`config.mk`:
```
export PLATFORM = sky130hd
export DESIGN_NAME = free_running_timer
export DESIGN_NICKNAME = d
export VERILOG_FILES = /design/src/rtl/compare_channel.v /design/src/rtl/edge_sync.v /design/src/rtl/free_running_timer.v
export VERILOG_INCLUDE_DIRS = /design/src /design/src/rtl
export SDC_FILE = /design/constraint.sdc
export NUM_CORES = 1
export LEC_CHECK = 0
export ABC_AREA = 1
export BUFFER_PORTS_ARGS = -buffer_cell sky130_fd_sc_hd__clkbuf_2
export CAP_MARGIN = 20
export CORE_ASPECT_RATIO = 1.5
export CORE_MARGIN = 2
export CORE_UTILIZATION = 54
export CTS_CLUSTER_DIAMETER = 80
export DETAILED_ROUTE_END_ITERATION = 8
export PLACE_DENSITY_LB_ADDON = 0.08
export SLEW_MARGIN = 20
export SYNTH_ARGS = -nofsm -noshare
export SYNTH_HDL_FRONTEND = slang
export SYNTH_HIERARCHICAL = 1
export SYNTH_SLANG_ARGS = --single-unit
```
`constraint.sdc`:
```
create_clock -name core_clk -period 2.2 [get_ports core_clk]
set_clock_uncertainty 0.15 [all_clocks]
set_input_delay 0.44 -clock core_clk [delete_from_list [all_inputs] [get_ports core_clk]]
set_output_delay 0.44 -clock core_clk [all_outputs]
set_load 0.1 [all_outputs]
```
`src/rtl/frt_defines.vh`:
```
// Offsets, field positions, reset values and timing counts of the free running timer
`ifndef FRT_DEFINES_VH
`define FRT_DEFINES_VH

// Register byte offsets
`define FRT_OFS_CTRL 8'h00
`define FRT_OFS_STATUS 8'h04
`define FRT_OFS_IRQ_EN 8'h08
`define FRT_OFS_COUNT 8'h0c
`define FRT_OFS_CMP_A 8'h10
`define FRT_OFS_CMP_B 8'h14
`define FRT_OFS_CAP0 8'h18
`define FRT_OFS_CAP1 8'h1c
`define FRT_OFS_CAP2 8'h20
`define FRT_OFS_CAP3 8'h24

// Control register fields
`define FRT_C_MODE 0
`define FRT_C_DIV_LO 1
`define FRT_C_DIV_HI 2
`define FRT_C_EVT_RISE 3
`define FRT_C_CAP_LO 4
`define FRT_C_CAP_HI 7
`define FRT_C_CLR_A 8
`define FRT_C_CLR_B 9
`define FRT_C_TGL_A 10
`define FRT_C_TGL_B 11
`define FRT_CTRL_W 12

// Status and interrupt enable fields
`define FRT_S_CMP_A 0
`define FRT_S_CMP_B 1
`define FRT_S_CAP_LO 2
`define FRT_S_CAP_HI 5
`define FRT_S_OVF 6
`define FRT_IRQ_W 7

// Reset values
`define FRT_CTRL_RST 12'h000
`define FRT_IRQ_EN_RST 7'h00
`define FRT_CMP_RST 16'hffff

// Fastest tick: 200 ns at a 10 MHz reference clock
`define FRT_FASTEST_NS 200
`define FRT_REF_CLK_MHZ 10
`define FRT_MIN_DIV (`FRT_FASTEST_NS * `FRT_REF_CLK_MHZ / 1000)

// Prescaler masks for divide by 2, 8, 32 and 128
`define FRT_PRESC_W 7
`define FRT_DIV_MASK0 7'h01
`define FRT_DIV_MASK1 7'h07
`define FRT_DIV_MASK2 7'h1f
`define FRT_DIV_MASK3 7'h7f

`endif

```
`src/rtl/compare_channel.v`:
```
// One output compare channel with its output pin
`timescale 1ns/1ps
module compare_channel #(
   parameter CNT_W = 16
) (
   input wire core_clk,
   input wire srst,
   input wire tick,
   input wire [CNT_W-1:0] count,
   input wire [CNT_W-1:0] value,
   input wire toggle_en,
   output wire match,
   output reg pin_out
);
   assign match = tick & (count == value);

   always @(posedge core_clk) begin
      if (srst) begin
         pin_out <= 1'b0;
      end else if (match && toggle_en) begin
         pin_out <= ~pin_out;
      end
   end
endmodule // compare_channel

```
`src/rtl/edge_sync.v`:
```
// Pin synchroniser with selectable edge detection
`timescale 1ns/1ps
module edge_sync (
   input wire core_clk,
   input wire srst,
   input wire pin_in,
   input wire rise_sel,
   output reg edge_pulse
);
   reg sync1_r;
   reg sync2_r;
   reg prev_r;

   always @(posedge core_clk) begin
      if (srst) begin
         sync1_r <= 1'b0;
         sync2_r <= 1'b0;
         prev_r <= 1'b0;
         edge_pulse <= 1'b0;
      end else begin
         sync1_r <= pin_in;
         sync2_r <= sync1_r;
         prev_r <= sync2_r;
         // One-cycle pulse on the chosen edge
         if (rise_sel) begin
            edge_pulse <= sync2_r & ~prev_r;
         end else begin
            edge_pulse <= ~sync2_r & prev_r;
         end
      end
   end
endmodule // edge_sync

```
`src/rtl/free_running_timer.v`:
```
// Free running timer with two compare channels and four capture inputs
`timescale 1ns/1ps
`include "frt_defines.vh"

module free_running_timer #(
   parameter ADDR_W = 8,
   parameter CNT_W = 16
) (
   input wire core_clk,
   input wire srst,
   input wire hsel,
   input wire [ADDR_W-1:0] haddr,
   input wire [1:0] htrans,
   input wire hwrite,
   input wire [2:0] hsize,
   input wire hready,
   input wire [31:0] hwdata,
   output wire [31:0] hrdata,
   output wire hreadyout,
   output wire hresp,
   input wire event_in,
   input wire [3:0] capture_in,
   output wire compare_out_a,
   output wire compare_out_b,
   output wire irq
);
   localparam NUM_CAP = 4;

   // Register address match
   function addr_hit;
      input [ADDR_W-1:0] addr;
      input [7:0] ofs;
      begin
         addr_hit = (addr[7:2] == ofs[7:2]);
      end
   endfunction

   // Prescaler mask for the selected division
   function [`FRT_PRESC_W-1:0] div_mask;
      input [1:0] sel;
      begin
         case (sel)
            2'd0: div_mask = `FRT_DIV_MASK0;
            2'd1: div_mask = `FRT_DIV_MASK1;
            2'd2: div_mask = `FRT_DIV_MASK2;
            2'd3: div_mask = `FRT_DIV_MASK3;
            default: div_mask = `FRT_DIV_MASK0;
         endcase
      end
   endfunction

   reg [`FRT_CTRL_W-1:0] ctrl_r;
   reg [`FRT_IRQ_W-1:0] status_r;
   reg [`FRT_IRQ_W-1:0] status_nxt;
   reg [`FRT_IRQ_W-1:0] irq_en_r;
   reg [CNT_W-1:0] count_r;
   reg [CNT_W-1:0] count_nxt;
   reg [CNT_W-1:0] cmp_a_r;
   reg [CNT_W-1:0] cmp_b_r;
   reg [NUM_CAP*CNT_W-1:0] cap_r;
   reg [`FRT_PRESC_W-1:0] presc_r;
   reg [31:0] rdata_r;
   reg [31:0] rd_mux;
   reg wr_pend_r;
   reg [ADDR_W-1:0] wr_addr_r;

   wire bus_go;
   wire wr_ctrl;
   wire wr_status;
   wire wr_irq_en;
   wire wr_count;
   wire wr_cmp_a;
   wire wr_cmp_b;
   wire event_pulse;
   wire [NUM_CAP-1:0] cap_pulse;
   wire [`FRT_PRESC_W-1:0] presc_mask;
   wire timer_tick;
   wire tick;
   wire match_a;
   wire match_b;
   wire clear_hit;
   wire overflow;
   wire [`FRT_IRQ_W-1:0] status_set;
   wire [`FRT_IRQ_W-1:0] status_clr;

   // Bus slave: zero wait states, always OKAY
   assign hreadyout = 1'b1;
   assign hresp = 1'b0;
   assign hrdata = rdata_r;
   assign bus_go = hsel & htrans[1] & hready;

   // Write pending for the data phase
   always @(posedge core_clk) begin
      if (srst) begin
         wr_pend_r <= 1'b0;
      end else begin
         wr_pend_r <= bus_go & hwrite;
      end
   end

   // Address of the transfer in its data phase
   always @(posedge core_clk) begin
      if (srst) begin
         wr_addr_r <= {ADDR_W{1'b0}};
      end else if (bus_go) begin
         wr_addr_r <= haddr;
      end
   end

   assign wr_ctrl = wr_pend_r & addr_hit(wr_addr_r, `FRT_OFS_CTRL);
   assign wr_status = wr_pend_r & addr_hit(wr_addr_r, `FRT_OFS_STATUS);
   assign wr_irq_en = wr_pend_r & addr_hit(wr_addr_r, `FRT_OFS_IRQ_EN);
   assign wr_count = wr_pend_r & addr_hit(wr_addr_r, `FRT_OFS_COUNT);
   assign wr_cmp_a = wr_pend_r & addr_hit(wr_addr_r, `FRT_OFS_CMP_A);
   assign wr_cmp_b = wr_pend_r & addr_hit(wr_addr_r, `FRT_OFS_CMP_B);

   // Read mux, sampled in the address phase
   always @* begin
      rd_mux = 32'h00000000;
      case (1'b1)
         addr_hit(haddr, `FRT_OFS_CTRL): begin
            rd_mux[`FRT_CTRL_W-1:0] = ctrl_r;
         end
         addr_hit(haddr, `FRT_OFS_STATUS): begin
            rd_mux[`FRT_IRQ_W-1:0] = status_r;
         end
         addr_hit(haddr, `FRT_OFS_IRQ_EN): begin
            rd_mux[`FRT_IRQ_W-1:0] = irq_en_r;
         end
         addr_hit(haddr, `FRT_OFS_COUNT): begin
            rd_mux[CNT_W-1:0] = count_r;
         end
         addr_hit(haddr, `FRT_OFS_CMP_A): begin
            rd_mux[CNT_W-1:0] = cmp_a_r;
         end
         addr_hit(haddr, `FRT_OFS_CMP_B): begin
            rd_mux[CNT_W-1:0] = cmp_b_r;
         end
         addr_hit(haddr, `FRT_OFS_CAP0): begin
            rd_mux[CNT_W-1:0] = cap_r[0*CNT_W +: CNT_W];
         end
         addr_hit(haddr, `FRT_OFS_CAP1): begin
            rd_mux[CNT_W-1:0] = cap_r[1*CNT_W +: CNT_W];
         end
         addr_hit(haddr, `FRT_OFS_CAP2): begin
            rd_mux[CNT_W-1:0] = cap_r[2*CNT_W +: CNT_W];
         end
         addr_hit(haddr, `FRT_OFS_CAP3): begin
            rd_mux[CNT_W-1:0] = cap_r[3*CNT_W +: CNT_W];
         end
         default: begin
            rd_mux = 32'h00000000;
         end
      endcase
   end

   always @(posedge core_clk) begin
      if (srst) begin
         rdata_r <= 32'h00000000;
      end else if (bus_go && !hwrite) begin
         rdata_r <= rd_mux;
      end
   end

   // Control register
   always @(posedge core_clk) begin
      if (srst) begin
         ctrl_r <= `FRT_CTRL_RST;
      end else if (wr_ctrl) begin
         ctrl_r <= hwdata[`FRT_CTRL_W-1:0];
      end
   end

   always @(posedge core_clk) begin
      if (srst) begin
         irq_en_r <= `FRT_IRQ_EN_RST;
      end else if (wr_irq_en) begin
         irq_en_r <= hwdata[`FRT_IRQ_W-1:0];
      end
   end

   always @(posedge core_clk) begin
      if (srst) begin
         cmp_a_r <= `FRT_CMP_RST;
      end else if (wr_cmp_a) begin
         cmp_a_r <= hwdata[CNT_W-1:0];
      end
   end

   always @(posedge core_clk) begin
      if (srst) begin
         cmp_b_r <= `FRT_CMP_RST;
      end else if (wr_cmp_b) begin
         cmp_b_r <= hwdata[CNT_W-1:0];
      end
   end

   // prescaler, divide by two at least
   always @(posedge core_clk) begin
      if (srst) begin
         presc_r <= {`FRT_PRESC_W{1'b0}};
      end else begin
         presc_r <= presc_r + {{(`FRT_PRESC_W-1){1'b0}}, 1'b1};
      end
   end

   assign presc_mask = div_mask(ctrl_r[`FRT_C_DIV_HI:`FRT_C_DIV_LO]);
   assign timer_tick = ((presc_r & presc_mask) == presc_mask);

   edge_sync u_event_sync (
      .core_clk(core_clk),
      .srst(srst),
      .pin_in(event_in),
      .rise_sel(ctrl_r[`FRT_C_EVT_RISE]),
      .edge_pulse(event_pulse)
   );

   // timer mode or event counter mode
   assign tick = ctrl_r[`FRT_C_MODE] ? event_pulse : timer_tick;

   compare_channel #(
      .CNT_W(CNT_W)
   ) u_cmp_a (
      .core_clk(core_clk),
      .srst(srst),
      .tick(tick),
      .count(count_r),
      .value(cmp_a_r),
      .toggle_en(ctrl_r[`FRT_C_TGL_A]),
      .match(match_a),
      .pin_out(compare_out_a)
   );

   compare_channel #(
      .CNT_W(CNT_W)
   ) u_cmp_b (
      .core_clk(core_clk),
      .srst(srst),
      .tick(tick),
      .count(count_r),
      .value(cmp_b_r),
      .toggle_en(ctrl_r[`FRT_C_TGL_B]),
      .match(match_b),
      .pin_out(compare_out_b)
   );

   assign clear_hit = (match_a & ctrl_r[`FRT_C_CLR_A]) | (match_b & ctrl_r[`FRT_C_CLR_B]);
   assign overflow = tick & ~clear_hit & (&count_r);

   // counter update; a software load wins
   always @* begin
      count_nxt = count_r;
      if (tick) begin
         if (clear_hit) begin
            count_nxt = {CNT_W{1'b0}};
         end else begin
            count_nxt = count_r + {{(CNT_W-1){1'b0}}, 1'b1};
         end
      end
      if (wr_count) begin
         count_nxt = hwdata[CNT_W-1:0];
      end
   end

   always @(posedge core_clk) begin
      if (srst) begin
         count_r <= {CNT_W{1'b0}};
      end else begin
         count_r <= count_nxt;
      end
   end

   // Capture inputs
   genvar gi;
   generate
      for (gi = 0; gi < NUM_CAP; gi = gi + 1) begin : g_cap
         edge_sync u_cap_sync (
            .core_clk(core_clk),
            .srst(srst),
            .pin_in(capture_in[gi]),
            .rise_sel(ctrl_r[`FRT_C_CAP_LO + gi]),
            .edge_pulse(cap_pulse[gi])
         );
      end
   endgenerate

   integer ci;
   always @(posedge core_clk) begin
      if (srst) begin
         cap_r <= {(NUM_CAP*CNT_W){1'b0}};
      end else begin
         for (ci = 0; ci < NUM_CAP; ci = ci + 1) begin
            if (cap_pulse[ci]) begin
               cap_r[ci*CNT_W +: CNT_W] <= count_r;
            end
         end
      end
   end

   assign status_set = {overflow, cap_pulse, match_b, match_a};
   assign status_clr = wr_status ? hwdata[`FRT_IRQ_W-1:0] : {`FRT_IRQ_W{1'b0}};

   always @* begin
      status_nxt = (status_r & ~status_clr) | status_set;
   end

   always @(posedge core_clk) begin
      if (srst) begin
         status_r <= {`FRT_IRQ_W{1'b0}};
      end else begin
         status_r <= status_nxt;
      end
   end

   assign irq = |(status_r & irq_en_r);

endmodule // free_running_timer

```
Word level (Yosys, flattened, before mapping)
Index checks and enable logic that the tools add are counted.
- div/mod/pow operators: 0
- shift-type cells: 0
- multipliers: 0
- reduce and logical (&&, ||, !) cells: 10
- add/sub/neg operators: 2
- equal/unequal tests: 20
- order comparisons: 0
- muxes and demuxes: 41
- bitwise logic cells: 44
- operators by type and width (cell ; count):
    2-to-1 mux 7 bit ; 11
    2-to-1 mux 5 bit ; 10
    2-to-1 mux 16 bit ; 3
    2-to-1 mux 4 bit ; 10
    equality test 6 x 3 -> 1 bit (second input constant) ; 6
    equality test 16 bit ; 2
    case mux 7 bit (4 select lines) ; 1
    AND 1 bit ; 25
    equality test 6 x 2 -> 1 bit (second input constant) ; 4
    AND 7 bit ; 3
    adder 16 x 1 -> 16 bit (second input constant) ; 1
    AND reduction 16 bit ; 1
    inverter 1 bit ; 13
    equality test 6 x 1 -> 1 bit (second input constant) ; 2
    equality test 6 x 4 -> 1 bit (second input constant) ; 2
    logical NOT 6 bit ; 2
    adder 7 x 1 -> 7 bit (second input constant) ; 1
    equality test 7 bit ; 1
    inverter 7 bit ; 1
    OR 7 bit ; 1
    OR reduction 7 bit ; 1
    2-to-1 mux 1 bit ; 6
    equality test 2 bit (second input constant) ; 2
    logical AND 1 bit ; 3
    other kinds (5) ; 5
- memories kept: 0
- latch bits: 0
- word-level logic and storage cells: 153
- flip-flop bits (word level): 192
- memory bits (read-only): 0
- output and inout port bits: 37
- bits in writable memories: 0

Depth between registers and ports, before layout
Gate-level depths: netlist of run 1.
- word-level depth: 12
- mapped depth: 17
- mapped depth without buffers: 17

Cells and area by module
The synthesis of run 1 kept the hierarchy.
- by module, submodules not included (module ; area an instance (um^2) ; times used ; cells an instance ; sequential area each (um^2)):
    free_running_timer ; 7619.8 ; 1 ; 1041 ; 3363.2
    compare_channel ; 540.5 ; 2 ; 123 ; 20.0
    edge_sync ; 135.1 ; 5 ; 18 ; 80.1

Worst setup path before layout of run 1
No wires, ideal clock.
- kind: register to register
- start point: register presc_r[2]
- end point: register count_r[12]
- path slack: -0.179 ns
- cell stages (with the launch flop): 18
- arrival: 2.097 ns
- data required time: 1.918 ns
- buffers on the path: 0
- cells stage by stage: dfxtp_1 > nand3_1 > nor2_1 > inv_1 > nand2_1 > o211ai_1 > nand2_1 > nand2_1 > nor3_1 > nand3_1 > nor3_1 > inv_1 > o22ai_1 > inv_1 > nand2_1 > inv_1 > nand4_1 > a31oi_1
- longest elaborated chain between the ends: 9
- elaborated cells on any way between the ends: 12
- classes of those cells: 1 x eq/ne; 4 x mux; 6 x bitwise; 1 x reduce/logical
- ends and longest elaborated chain (what ; line ; text):
    from (decl) ; free_running_timer.v:61 ; reg [`FRT_PRESC_W-1:0] presc_r;
    from (signal assigned) ; free_running_timer.v:201 ; presc_r <= {`FRT_PRESC_W{1'b0}};
    from (signal assigned) ; free_running_timer.v:203 ; presc_r <= presc_r + {{(`FRT_PRESC_W-1){1'b0}}, 1'b1};
    AND 7 bit ; free_running_timer.v:208 ; assign timer_tick = ((presc_r & presc_mask) == presc_mask);
    equality test 7 bit ; free_running_timer.v:208 ;
    2-to-1 mux 1 bit ; free_running_timer.v:219 ; assign tick = ctrl_r[`FRT_C_MODE] ? event_pulse : timer_tick;
    named net tick ; free_running_timer.v:78 ; wire tick;
    AND 1 bit ; compare_channel.v:15 ; assign match = tick & (count == value);
    named net match_a ; free_running_timer.v:79 ; wire match_a;
    AND 1 bit ; free_running_timer.v:247 ; assign clear_hit = (match_a & ctrl_r[`FRT_C_CLR_A]) | (match_b & ctrl_r[`FRT_C_CLR_B]);
    OR 1 bit ; free_running_timer.v:247 ;
    2-to-1 mux 16 bit ; free_running_timer.v:254 ; if (clear_hit) begin
    2-to-1 mux 16 bit ; free_running_timer.v:253 ; if (tick) begin
    2-to-1 mux 16 bit ; free_running_timer.v:260 ; if (wr_count) begin
    to (signal assigned) ; free_running_timer.v:267 ; count_r <= {CNT_W{1'b0}};
    to (signal assigned) ; free_running_timer.v:269 ; count_r <= count_nxt;
    to (decl) ; free_running_timer.v:56 ; reg [CNT_W-1:0] count_r;
The timed path passes the listed nets, and every way through them passes these cells. The select of a mux whose other input is x is not followed.
A chain may end at the register's enable or synchronous reset.

Worst setup path in the final report of run 1
- start point: register presc_r[2]
- end point: register status_r[0]
- longest elaborated chain between the ends: 5
- ends and longest elaborated chain (what ; line ; text):
    AND 7 bit ; free_running_timer.v:208 ;
    equality test 7 bit ; free_running_timer.v:208 ;
    2-to-1 mux 1 bit ; free_running_timer.v:219 ;
    named net tick ; free_running_timer.v:78 ;
    AND 1 bit ; compare_channel.v:15 ;
    named net match_a ; free_running_timer.v:79 ;
    OR 7 bit ; free_running_timer.v:304 ; status_nxt = (status_r & ~status_clr) | status_set;
    to (signal assigned) ; free_running_timer.v:309 ; status_r <= {`FRT_IRQ_W{1'b0}};
    to (signal assigned) ; free_running_timer.v:311 ; status_r <= status_nxt;
    to (decl) ; free_running_timer.v:53 ; reg [`FRT_IRQ_W-1:0] status_r;
The timed path passes the listed nets, and every way through them passes these cells.

==> results.py, run 1 <==
metrics = {
    "sta": {
        "period_minus_slack_ps": 2414,
        "period_share_pct": 109.7,
        "finalSetupViolations": 18,
        "hold_ws_ps": 33.04,
        "hold_viol_final": 0,
        "fmax_ghz": 0.4142,
        "slew_headroom_pct": 45.55,
        "tightest_slew_ps": 815.9,
        "finalWorstSetupSlack_ps": -214.5,
        "rsz0062_at_grt": "yes",
        "slew_viol_final": 0,
    },
    "logic_synthesis": {
        "synth_edf_count": 0,
        "synthAdderAreaFrac_pct": 0.2669,
        "synth_top_cell_area_share_pct": 40.57,
        "synth_commonest_cells": "313 x nand2_1, 190 x dfxtp_1, 178 x inv_1, 171 x a21oi_1, 125 x o21ai_0",
        "seq_area_frac_synth_pct": 40.57,
        "syn_inst": 1377,
        "synthSimpleGateAreaFrac_pct": 28.56,
        "yosysUniqueCellTypes": 40,
        "synth_area_per_cell_um2": 6.809,
        "synth_area_mm2": 0.009376,
        "synth_area_leader_cell": "dfxtp_1",
        "yosysMostFrequentCell": "nand2_1",
        "synth_area_leaders": "dfxtp_1 41%, nand2_1 13%, a21oi_1 9.1%",
        "synth_top_family_by_area": "simple AND/OR/NAND/NOR gates",
        "yosys.area_share.xor_xnor_pct": 0.3736,
        "synth_top_flop_cell": "dfxtp_1",
        "synth_mux_area_share_pct": 0,
        "synth_compound_area_share_pct": 18.69,
        "ys_seq_elements": 190,
        "async_flop_share_pct": 0,
        "ys.warnings.count": 6,
    },
    "setup_path": {
        "worstPathArrival_ps": 2630,
        "reg2reg_slack_ps": -210,
        "required_ps": 2410,
        "reg2reg_from": "presc_r[2]",
        "crit_path_end_kind": "register",
        "startpoint": "presc_r[2]",
        "reg2reg_depth": 17,
        "critPathKind": "reg -> reg",
        "startpoint_type": "register",
        "r2r_end": "status_r[0]",
        "cp_max_fo": 3,
    },
    "clock_network": {
        "clockBufferDepth": 2,
        "clock_latency_ps": 440,
        "cts_tree": "yes",
        "clock-sinks": 190,
        "h-tree-depth": 4,
        "cts_buffers": 17,
        "clk_pin_slew_ps": 80,
        "cts_root_buf": "clkbuf_16",
    },
    "layout": {
        "final_area_mm2": 0.01135,
        "nNetsFinal": 1572,
        "area_growth_pct": 21.07,
        "nFillCells": 1629,
        "antenna_cells": 0,
        "post_route_cells_drive_above_1_share_pct": 17.74,
        "seqCellArea_mm2": 0.003810,
        "multi_input_area_mm2": 0.004671,
    },
    "grt": {
        "met2_usage_pct": 56.51,
        "grt_max_degree": 74,
        "grt_pass1_vias": 8860,
        "busiest_layer": "met2",
        "grtUsageMet1_pct": 38.67,
        "grtUsageTotal_pct": 32.32,
        "antenna_found_initial": 0,
        "grt_pass1_wl_um": 46330,
        "overflow": 0,
        "grt_util_met3_pct": 4.562,
    },
    "outcome": {
        "outcome": "finished, violations left",
        "violations": "negative setup slack",
    },
    "power_and_ir_drop": {
        "vdd.ir_drop.worst_uv": 538.0,
        "leakagePower_nw": 5.049,
        "power.density_mw_per_mm2": 645.1,
    },
    "route": {
        "postRouteAntennaNets": 0,
        "drt-total-wl_um": 29620,
        "drc_errors": 0,
        "drtIter0Drc": 965,
        "route.vias.total": 9604,
        "wire_per_inst_um": 17.01,
        "vias_per_cell": 5.516,
        "drtPass1Iterations": 5,
    },
    "worst_hold_path": {
        "holdPathStages": 3,
        "worstHoldStart": "event_in",
        "min_to": "u_event_sync/sync1_r",
        "min_path_type": "in -> reg",
    },
    "flow_run": {
        "maxCapViolCount": 0,
    },
    "die": {
        "rows": 59,
        "dieArea_mm2": 0.01846,
        "io_pins": 92,
        "die_w_um": 111.6,
        "fp.dieH_um": 165.4,
        "initial_utilization_pct": 54.51,
        "coreArea_mm2": 0.01720,
    },
    "place": {
        "place_congestion": 1.002,
        "placed_cell_area_mm2": 0.01049,
        "dp_hpwl_um": 21780,
        "pre_cts_slack_ps": -240.9,
        "io_buffers": 51,
    },
}
==> repair_timing <==
action                     CTS  global route
setup buffers               17             3
hold buffers                 0             0
setup endpoints to repair   18            21
pin swaps                   11            12
gates resized for setup     14            17
cloned                       1             0
==> cells in the final DEF, fill, tap and decap left out, types with 4 or more instances in the layout <==
master,n
nor2_4,10
nand4_1,35
a31oi_1,7
buf_12,10
clkinv_4,4
nor2_2,16
nand2_2,5
o21ai_2,4
o21ai_0,115
o211ai_1,23
nand3_1,80
nor3_1,7
dfxtp_2,5
nor3b_1,9
clkbuf_16,17
inv_2,8
buf_4,111
o21ai_1,9
nand3_2,4
conb_1,18
nor2_1,99
dfxtp_1,185
a21oi_1,171
clkbuf_2,50
nand2_1,310
inv_8,4
inv_1,175
==> worst max path at each step <==
stage,endpoint,cells past startpoint
floorplan,irq,3
global placement,count_r[13],17
detailed placement,count_r[14],17
CTS,count_r[15],18
global route,count_r[7],18
finish,status_r[0],17
==> state kept, by name, indices dropped and copies added (netlist names), 4 cells and up <==
signal	cells
cmp_a_r	16
presc_r	7
cap_r	64
g_cap.u_cap_sync/sync2_r	4
wr_addr_r	6
hrdata	16
g_cap.u_cap_sync/edge_pulse	4
g_cap.u_cap_sync/prev_r	4
status_r	7
g_cap.u_cap_sync/sync1_r	4
count_r	16
cmp_b_r	16
irq_en_r	7
ctrl_r	12
==> routing by layer <==
| layer | wire, µm | up-vias |
|---|---|---|
| met5 | 0 | - |
| met1 | 12030 | 4457 |
| met3 | 1586 | 83 |
| met4 | 1568 | 0 |
| met2 | 14440 | 318 |
| li1 | - | 4746 |
==> power breakdown <==
part	internal (mW)	total [mW]	leakage [nW]	switching [mW]
Combinational	0.153	0.607	3.21	0.454
Clock	1.67	3.18	0.301	1.51
Sequential	3.50	3.54	1.54	0.0384
Total	5.32	7.32	5.05	2.01
==> layout make-up <==
cell class                 instances  area share [%]
sequential                       190           33.56
inverter                         186           6.216
multi-input combinational        949           41.14
clock buffer                      18           3.869
clock inverter                    14           1.554
timing repair buffer             171           11.31
tap                              213           2.348
==> logic make-up (layout without fill, tap and decap cells) <==
kind of cell	Yosys count	count (layout)
buffers and inverters	255	389
AND/OR/NAND/NOR	590	591
AO/OA/AOI/OAI	334	334
other	2	18
adder cells (fa/ha/maj)	2	2
flip-flops	190	190
XOR/XNOR	4	4
==> critical path, stage by stage, from the launching register on <==
cell and delay, ps:
dfxtp_2 350, nand3_2 80, nor2_1 110, inv_1 60, nand2_1 60, o211ai_1 120, nand2_2 120, nand2_2 60
nor3_2 110, nand3_1 110, nor3_1 150, inv_1 100, buf_4 140, buf_4 130, buf_4 120, buf_4 120
buf_4 120, a21oi_1 130
==> through the flow <==
| step | TNS [ps] | util [%] | instances | total power [mW] |
|---|---|---|---|---|
| floorplan | -2.167 | - | 1393 | 4.033 |
| global placement | -2761 | 60.97 | 1690 | 4.202 |
| detailed placement | -3136 | 60.97 | 1690 | 4.210 |
| CTS | -1928 | 65.51 | 1740 | 7.359 |
| global route | -5618 | 66.00 | 1741 | 7.548 |
| finish | -2684 | 66.00 | 1741 | 7.324 |
Note: power is estimated with default switching activity, not from simulation.
==> run 2, diff against run 1 <==
Settings changed: CELL_PAD_IN_SITES_DETAIL_PLACEMENT set to 0, CELL_PAD_IN_SITES_GLOBAL_PLACEMENT set to 1, CORE_UTILIZATION 54 to 38.
==> results.py, run 2 (synthesized netlist as in run 1, its figures left out) <==
metrics = {
    "outcome": {
        "outcome": "finished, violations left",
        "violations": "negative setup slack",
    },
    "die": {
        "coreArea_mm2": 0.02435,
        "dieArea_mm2": 0.02597,
        "rows": 70,
        "io_pins": 92,
        "fp.dieH_um": 196.4,
        "die_w_um": 132.3,
        "initial_utilization_pct": 38.51,
    },
    "setup_path": {
        "cp_max_fo": 3,
        "critPathKind": "reg -> reg",
        "crit_path_end_kind": "register",
        "reg2reg_slack_ps": -180,
        "cp_slowest_cell": "dfxtp_2",
        "path_cells": "nand3_2, nor2_1, inv_1, nand2_1, o211ai_1, nand2_2, nand2_1, nor3_2, nand3_1, nor3_1, inv_1, o22ai_4, buf_4, buf_4, nor4_1, nand3_1, a21oi_1",
        "reg2reg_depth": 17,
        "startpoint": "presc_r[2]",
        "reg2reg_from": "presc_r[2]",
        "startpoint_type": "register",
        "r2r_end": "status_r[6]",
        "required_ps": 2350,
        "slowest_delay_ps": 350,
        "worstPathArrival_ps": 2530,
    },
    "layout": {
        "post_route_cells_drive_above_1_share_pct": 18.66,
        "final_util_pct": 47.46,
        "nNetsFinal": 1593,
        "final_area_mm2": 0.01155,
        "final_cell_mix": "310 x nand2_1, 185 x dfxtp_1, 174 x inv_1",
        "largest_register": "cap_r",
        "multi_input_area_mm2": 0.004644,
        "antenna_cells": 0,
        "mostFrequentLayoutCell": "nand2_1",
        "nFillCells": 2657,
        "seqCellArea_mm2": 0.003810,
        "largest_reg_flops": 64,
        "area_growth_pct": 23.23,
    },
    "sta": {
        "period_minus_slack_ps": 2380,
        "hold_ws_ps": 26.76,
        "period_share_pct": 108.2,
        "setup_tns_ps": -2146,
        "slew_headroom_pct": 49.98,
        "rsz0062_at_grt": "yes",
        "tightest_slew_ps": 750.3,
        "fmax_ghz": 0.4202,
        "finalSetupViolations": 19,
        "finalWorstSetupSlack_ps": -180.1,
        "hold_viol_final": 0,
        "slew_viol_final": 0,
    },
    "route": {
        "drc_errors": 0,
        "vias_per_cell": 4.997,
        "drtPass1Iterations": 5,
        "route.vias.total": 9359,
        "postRouteAntennaNets": 0,
        "drt-total-wl_um": 32500,
        "drtIter0Drc": 556,
        "wire_per_inst_um": 17.35,
    },
    "grt": {
        "overflow": 0,
        "grt_pass1_wl_um": 50980,
        "grt_pass1_vias": 9033,
        "grtUsageTotal_pct": 25.63,
        "grt_max_degree": 60,
        "antenna_found_initial": 0,
    },
    "flow_run": {
        "maxCapViolCount": 0,
    },
    "place": {
        "io_buffers": 51,
        "place_congestion": 0.9158,
        "placed_cell_area_mm2": 0.01082,
        "dp_hpwl_um": 24870,
    },
    "clock_network": {
        "clk_pin_slew_ps": 70,
        "cts_root_buf": "clkbuf_16",
        "clock-sinks": 190,
        "clock_latency_ps": 450,
        "cts_tree": "yes",
        "clockBufferDepth": 2,
        "cts_buffers": 17,
        "cts-hold-fix-buffers": 0,
        "h-tree-depth": 4,
    },
    "power_and_ir_drop": {
        "power.density_mw_per_mm2": 630.5,
        "p_comb_share_pct": 8.6,
        "p_seq_share_pct": 48.6,
        "power.switching_mw": 1.939,
        "power_frac_clock_pct": 42.9,
        "p_int_mw": 5.346,
        "leakagePower_nw": 5.118,
        "switching_share_pct": 26.62,
        "vdd.ir_drop.worst_uv": 541.6,
    },
    "worst_hold_path": {
        "min_path_type": "in -> reg",
        "holdPathStages": 3,
        "min_to": "g_cap[1].u_cap_sync/sync1_r",
        "worstHoldStart": "capture_in[1]",
    },
}
-- run 2: how the worst max path moves through the flow --
stage                        endpoint  depth (start not counted)  slack, ps
after detailed placement  count_r[14]                         17       -300
after floorplan                   irq                          3         -2
after CTS                  count_r[2]                         17       -140
after global routing       count_r[2]                         17       -320
final                     status_r[6]                         17       -180
after global placement    count_r[14]                         17       -280
-- run 2: layout make-up --
type / instances / area share, %
multi-input cells: 949 / 40.19
flip-flops and latches: 190 / 32.97
repair buffers: 192 / 12.28
inverters: 186 / 6.096
clock buffers: 20 / 3.779
well taps: 324 / 3.508
clock inverters: 12 / 1.169
-- run 2: power groups by stage --
stage	Sequential, mW	Clock, mW	Combinational [mW]
2_1_floorplan	3.63	0	0.398
3_3_place_gp	3.62	0	0.612
3_5_place_dp	3.62	0	0.615
4_1_cts	3.54	3.20	0.625
5_1_grt	3.54	3.31	0.676
6_report	3.54	3.12	0.623
-- run 2: through the flow --
stage	power, mW	worst slack, ps	cells
after floorplan	4.033	-2.167	1393
after global placement	4.229	-278.1	1830
after detailed placement	4.233	-300.9	1830
after CTS	7.364	-143.0	1875
after global routing	7.531	-315.3	1873
final	7.285	-180.1	1873
-- run 2: routing by layer --
metal  GRT usage (%)  vias up  wire [µm]
met3           3.344       58        973
met2           47.32      189      16800
met4           10.04        0       1094
met5               0        -          0
li1                -     4789          -
met1           29.92     4323      13630
-- run 2: worst max-delay path: cells and delay by family (launching register included) --
| kind | cells | cell delay (ps) |
|---|---|---|
| AOI/OAI and AO/OA | 3 | 320 |
| buffers and inverters | 4 | 370 |
| DFF | 1 | 350 |
| and+or+nand+nor | 10 | 1020 |
-- run 2: repair_timing --
item / in CTS / in global routing
gates resized for setup: 16 / 13
buffers inserted: 12 / 2
endpoints found under the setup margin: 18 / 22
gates cloned: 1 / 0
pin swaps: 5 / 14
==> run 3, diff against run 2 <==
Settings changed: SLEW_MARGIN 20 to 10.
Clock period 2.2 ns to 2 ns, I/O delays scaled along.
==> results.py, run 3 (synthesized netlist as in run 1, its figures left out) <==
metrics = {
    "sta": {
        "slew_headroom_pct": 50.91,
        "finalWorstSetupSlack_ps": -383.7,
        "hold_viol_final": 0,
        "tightest_slew_ps": 736.3,
        "period_minus_slack_ps": 2384,
        "period_share_pct": 119.2,
        "rsz0062_at_grt": "yes",
        "slew_viol_final": 0,
        "fmax_ghz": 0.4195,
        "finalSetupViolations": 21,
    },
    "setup_path": {
        "path_cells": "nand3_2, nor2_1, inv_1, nand2_1, o211ai_1, nand2_2, nand2_2, nor3_2, nand3_1, nor3_2, inv_1, buf_4, buf_4, buf_4, buf_4, buf_4, a21oi_1",
        "path_delay_family": "simple AND/OR/NAND/NOR gates",
        "reg2reg_slack_ps": -380,
        "r2r_end": "status_r[0]",
        "cp.buffers_inverters": 7,
        "cp_max_fo": 3,
        "crit_path_end_kind": "register",
        "worstPathArrival_ps": 2600,
        "required_ps": 2220,
        "reg2reg_from": "presc_r[2]",
        "critPathKind": "reg -> reg",
        "startpoint_type": "register",
        "reg2reg_depth": 17,
        "cp_slowest_cell": "dfxtp_2",
        "slowest_delay_ps": 350,
        "crit_top_cell": "buf_4",
    },
    "grt": {
        "grt_pass1_wl_um": 51210,
        "antenna_found_initial": 0,
        "grt_max_degree": 60,
        "overflow": 0,
        "grt_pass1_vias": 9288,
        "grtUsageTotal_pct": 25.73,
    },
    "route": {
        "postRouteAntennaNets": 0,
        "wire_per_inst_um": 16.95,
        "route.vias.total": 9576,
        "drt-total-wl_um": 32840,
        "drc_errors": 0,
        "vias_per_cell": 4.944,
        "drtIter0Drc": 555,
        "drtPass1Iterations": 7,
    },
    "die": {
        "rows": 70,
        "io_pins": 92,
        "initial_utilization_pct": 38.51,
        "die_w_um": 132.3,
        "fp.dieH_um": 196.4,
        "coreArea_mm2": 0.02435,
        "dieArea_mm2": 0.02597,
    },
    "layout": {
        "seqCellArea_mm2": 0.003810,
        "multi_input_area_mm2": 0.004634,
        "post_route_cells_drive_above_1_share_pct": 21.57,
        "largest_reg_flops": 64,
        "nFillCells": 2630,
        "mostFrequentLayoutCell": "nand2_1",
        "largest_register": "cap_r",
        "final_cell_mix": "310 x nand2_1, 195 x buf_4, 185 x dfxtp_1",
        "nNetsFinal": 1657,
        "area_growth_pct": 28.78,
        "antenna_cells": 0,
        "finalNonFillerCells": 1937,
    },
    "clock_network": {
        "cts_tree": "yes",
        "clock_latency_ps": 440,
        "clk_pin_slew_ps": 70,
        "cts_root_buf": "clkbuf_16",
        "h-tree-depth": 4,
        "cts_buffers": 17,
        "clock-sinks": 190,
        "clockBufferDepth": 2,
    },
    "power_and_ir_drop": {
        "vdd.ir_drop.worst_uv": 596.4,
        "power_frac_clock_pct": 44.6,
        "power.switching_mw": 2.161,
        "p_seq_share_pct": 46.8,
        "power.density_mw_per_mm2": 687.9,
        "p_int_mw": 6.145,
        "p_comb_share_pct": 8.5,
        "leakagePower_nw": 5.444,
        "switching_share_pct": 26.02,
    },
    "worst_hold_path": {
        "min_to": "wr_pend_r",
        "holdPathStages": 3,
        "min_path_type": "in -> reg",
        "worstHoldStart": "hwrite",
    },
    "place": {
        "dp_hpwl_um": 25150,
        "place_inst": 1890,
        "io_buffers": 51,
        "place_congestion": 0.9155,
        "pre_cts_slack_ps": -464.9,
    },
    "outcome": {
        "violations": "negative setup slack",
        "outcome": "finished, violations left",
    },
    "flow_run": {
        "maxCapViolCount": 0,
    },
}
run 3: cell count changes in the layout (fill, tap and decap cells not counted), moves of 4 or more:
cell,delta
o21ai_0,+4
buf_6,-4
buf_4,+64
dlygate4sd3_1,+5
o21ai_1,-4
run 3: how the worst max path moves through the flow:
stage                    start          end  slack (ps)  cells after the start
detailed placement  presc_r[2]  count_r[13]        -460                     17
global placement    presc_r[1]  count_r[13]        -430                     17
CTS                 presc_r[1]  count_r[13]        -330                     17
finish              presc_r[2]  status_r[0]        -380                     17
global route        presc_r[1]   count_r[2]        -630                     17
floorplan           presc_r[2]  count_r[14]        -190                     17
run 3: repair_timing:
action | 4_1_cts | 5_1_grt
cloned | 0 | 1
hold buffers | 5 | 0
setup buffers | 6 | 3
pin swaps | 7 | 7
endpoints found under the hold margin | 5 | 0
gates resized for setup | 8 | 3
setup endpoints to repair | 20 | 22
run 3: through the flow:
stage / util [%] / area, µm² / power [mW] / hold slack (ps) / setup TNS (ps)
after floorplan: - / 9468 / 4.436 / 238.3 / -2960
after global placement: 46.30 / 11270 / 4.669 / 239.3 / -7380
after detailed placement: 46.30 / 11270 / 4.672 / 246.2 / -7964
after CTS: 49.42 / 12030 / 8.389 / 26.81 / -5638
after global routing: 49.59 / 12080 / 8.595 / 48.13 / -11140
final: 49.59 / 12080 / 8.307 / 38.38 / -6374
run 3: layer usage:
layer  track usage, %  routed length [µm]  vias up
met1            29.82               13640     4368
met5                0                   0        -
li1                 -                   -     4920
met3            3.266                1146       68
met2            46.64               16620      220
met4            12.50                1429        0
run 3: power groups by stage:
stage	Combinational [mW]	Sequential [mW]	Clock [mW]
2_1_floorplan	0.437	4.00	0
3_3_place_gp	0.691	3.98	0
3_5_place_dp	0.693	3.98	0
4_1_cts	0.703	3.89	3.80
5_1_grt	0.762	3.90	3.93
6_report	0.707	3.89	3.71
run 3: worst register-to-register path: cells and delay by family, from the launching register on:
family / cells / cell delay (ps)
AND/OR/NAND/NOR: 8 / 830
AO/OA/AOI/OAI: 2 / 240
buffers and inverters: 7 / 750
flip-flops: 1 / 350
run 3: layout make-up:
| class | count | share of cell area, % |
|---|---|---|
| Clock buffer | 20 | 3.865 |
| Inverter | 186 | 5.792 |
| Timing Repair Buffer | 256 | 15.60 |
| Tap cell | 324 | 3.357 |
| Clock inverter | 12 | 1.451 |
| Sequential cell | 190 | 31.55 |
| Multi-Input combinational cell | 949 | 38.38 |
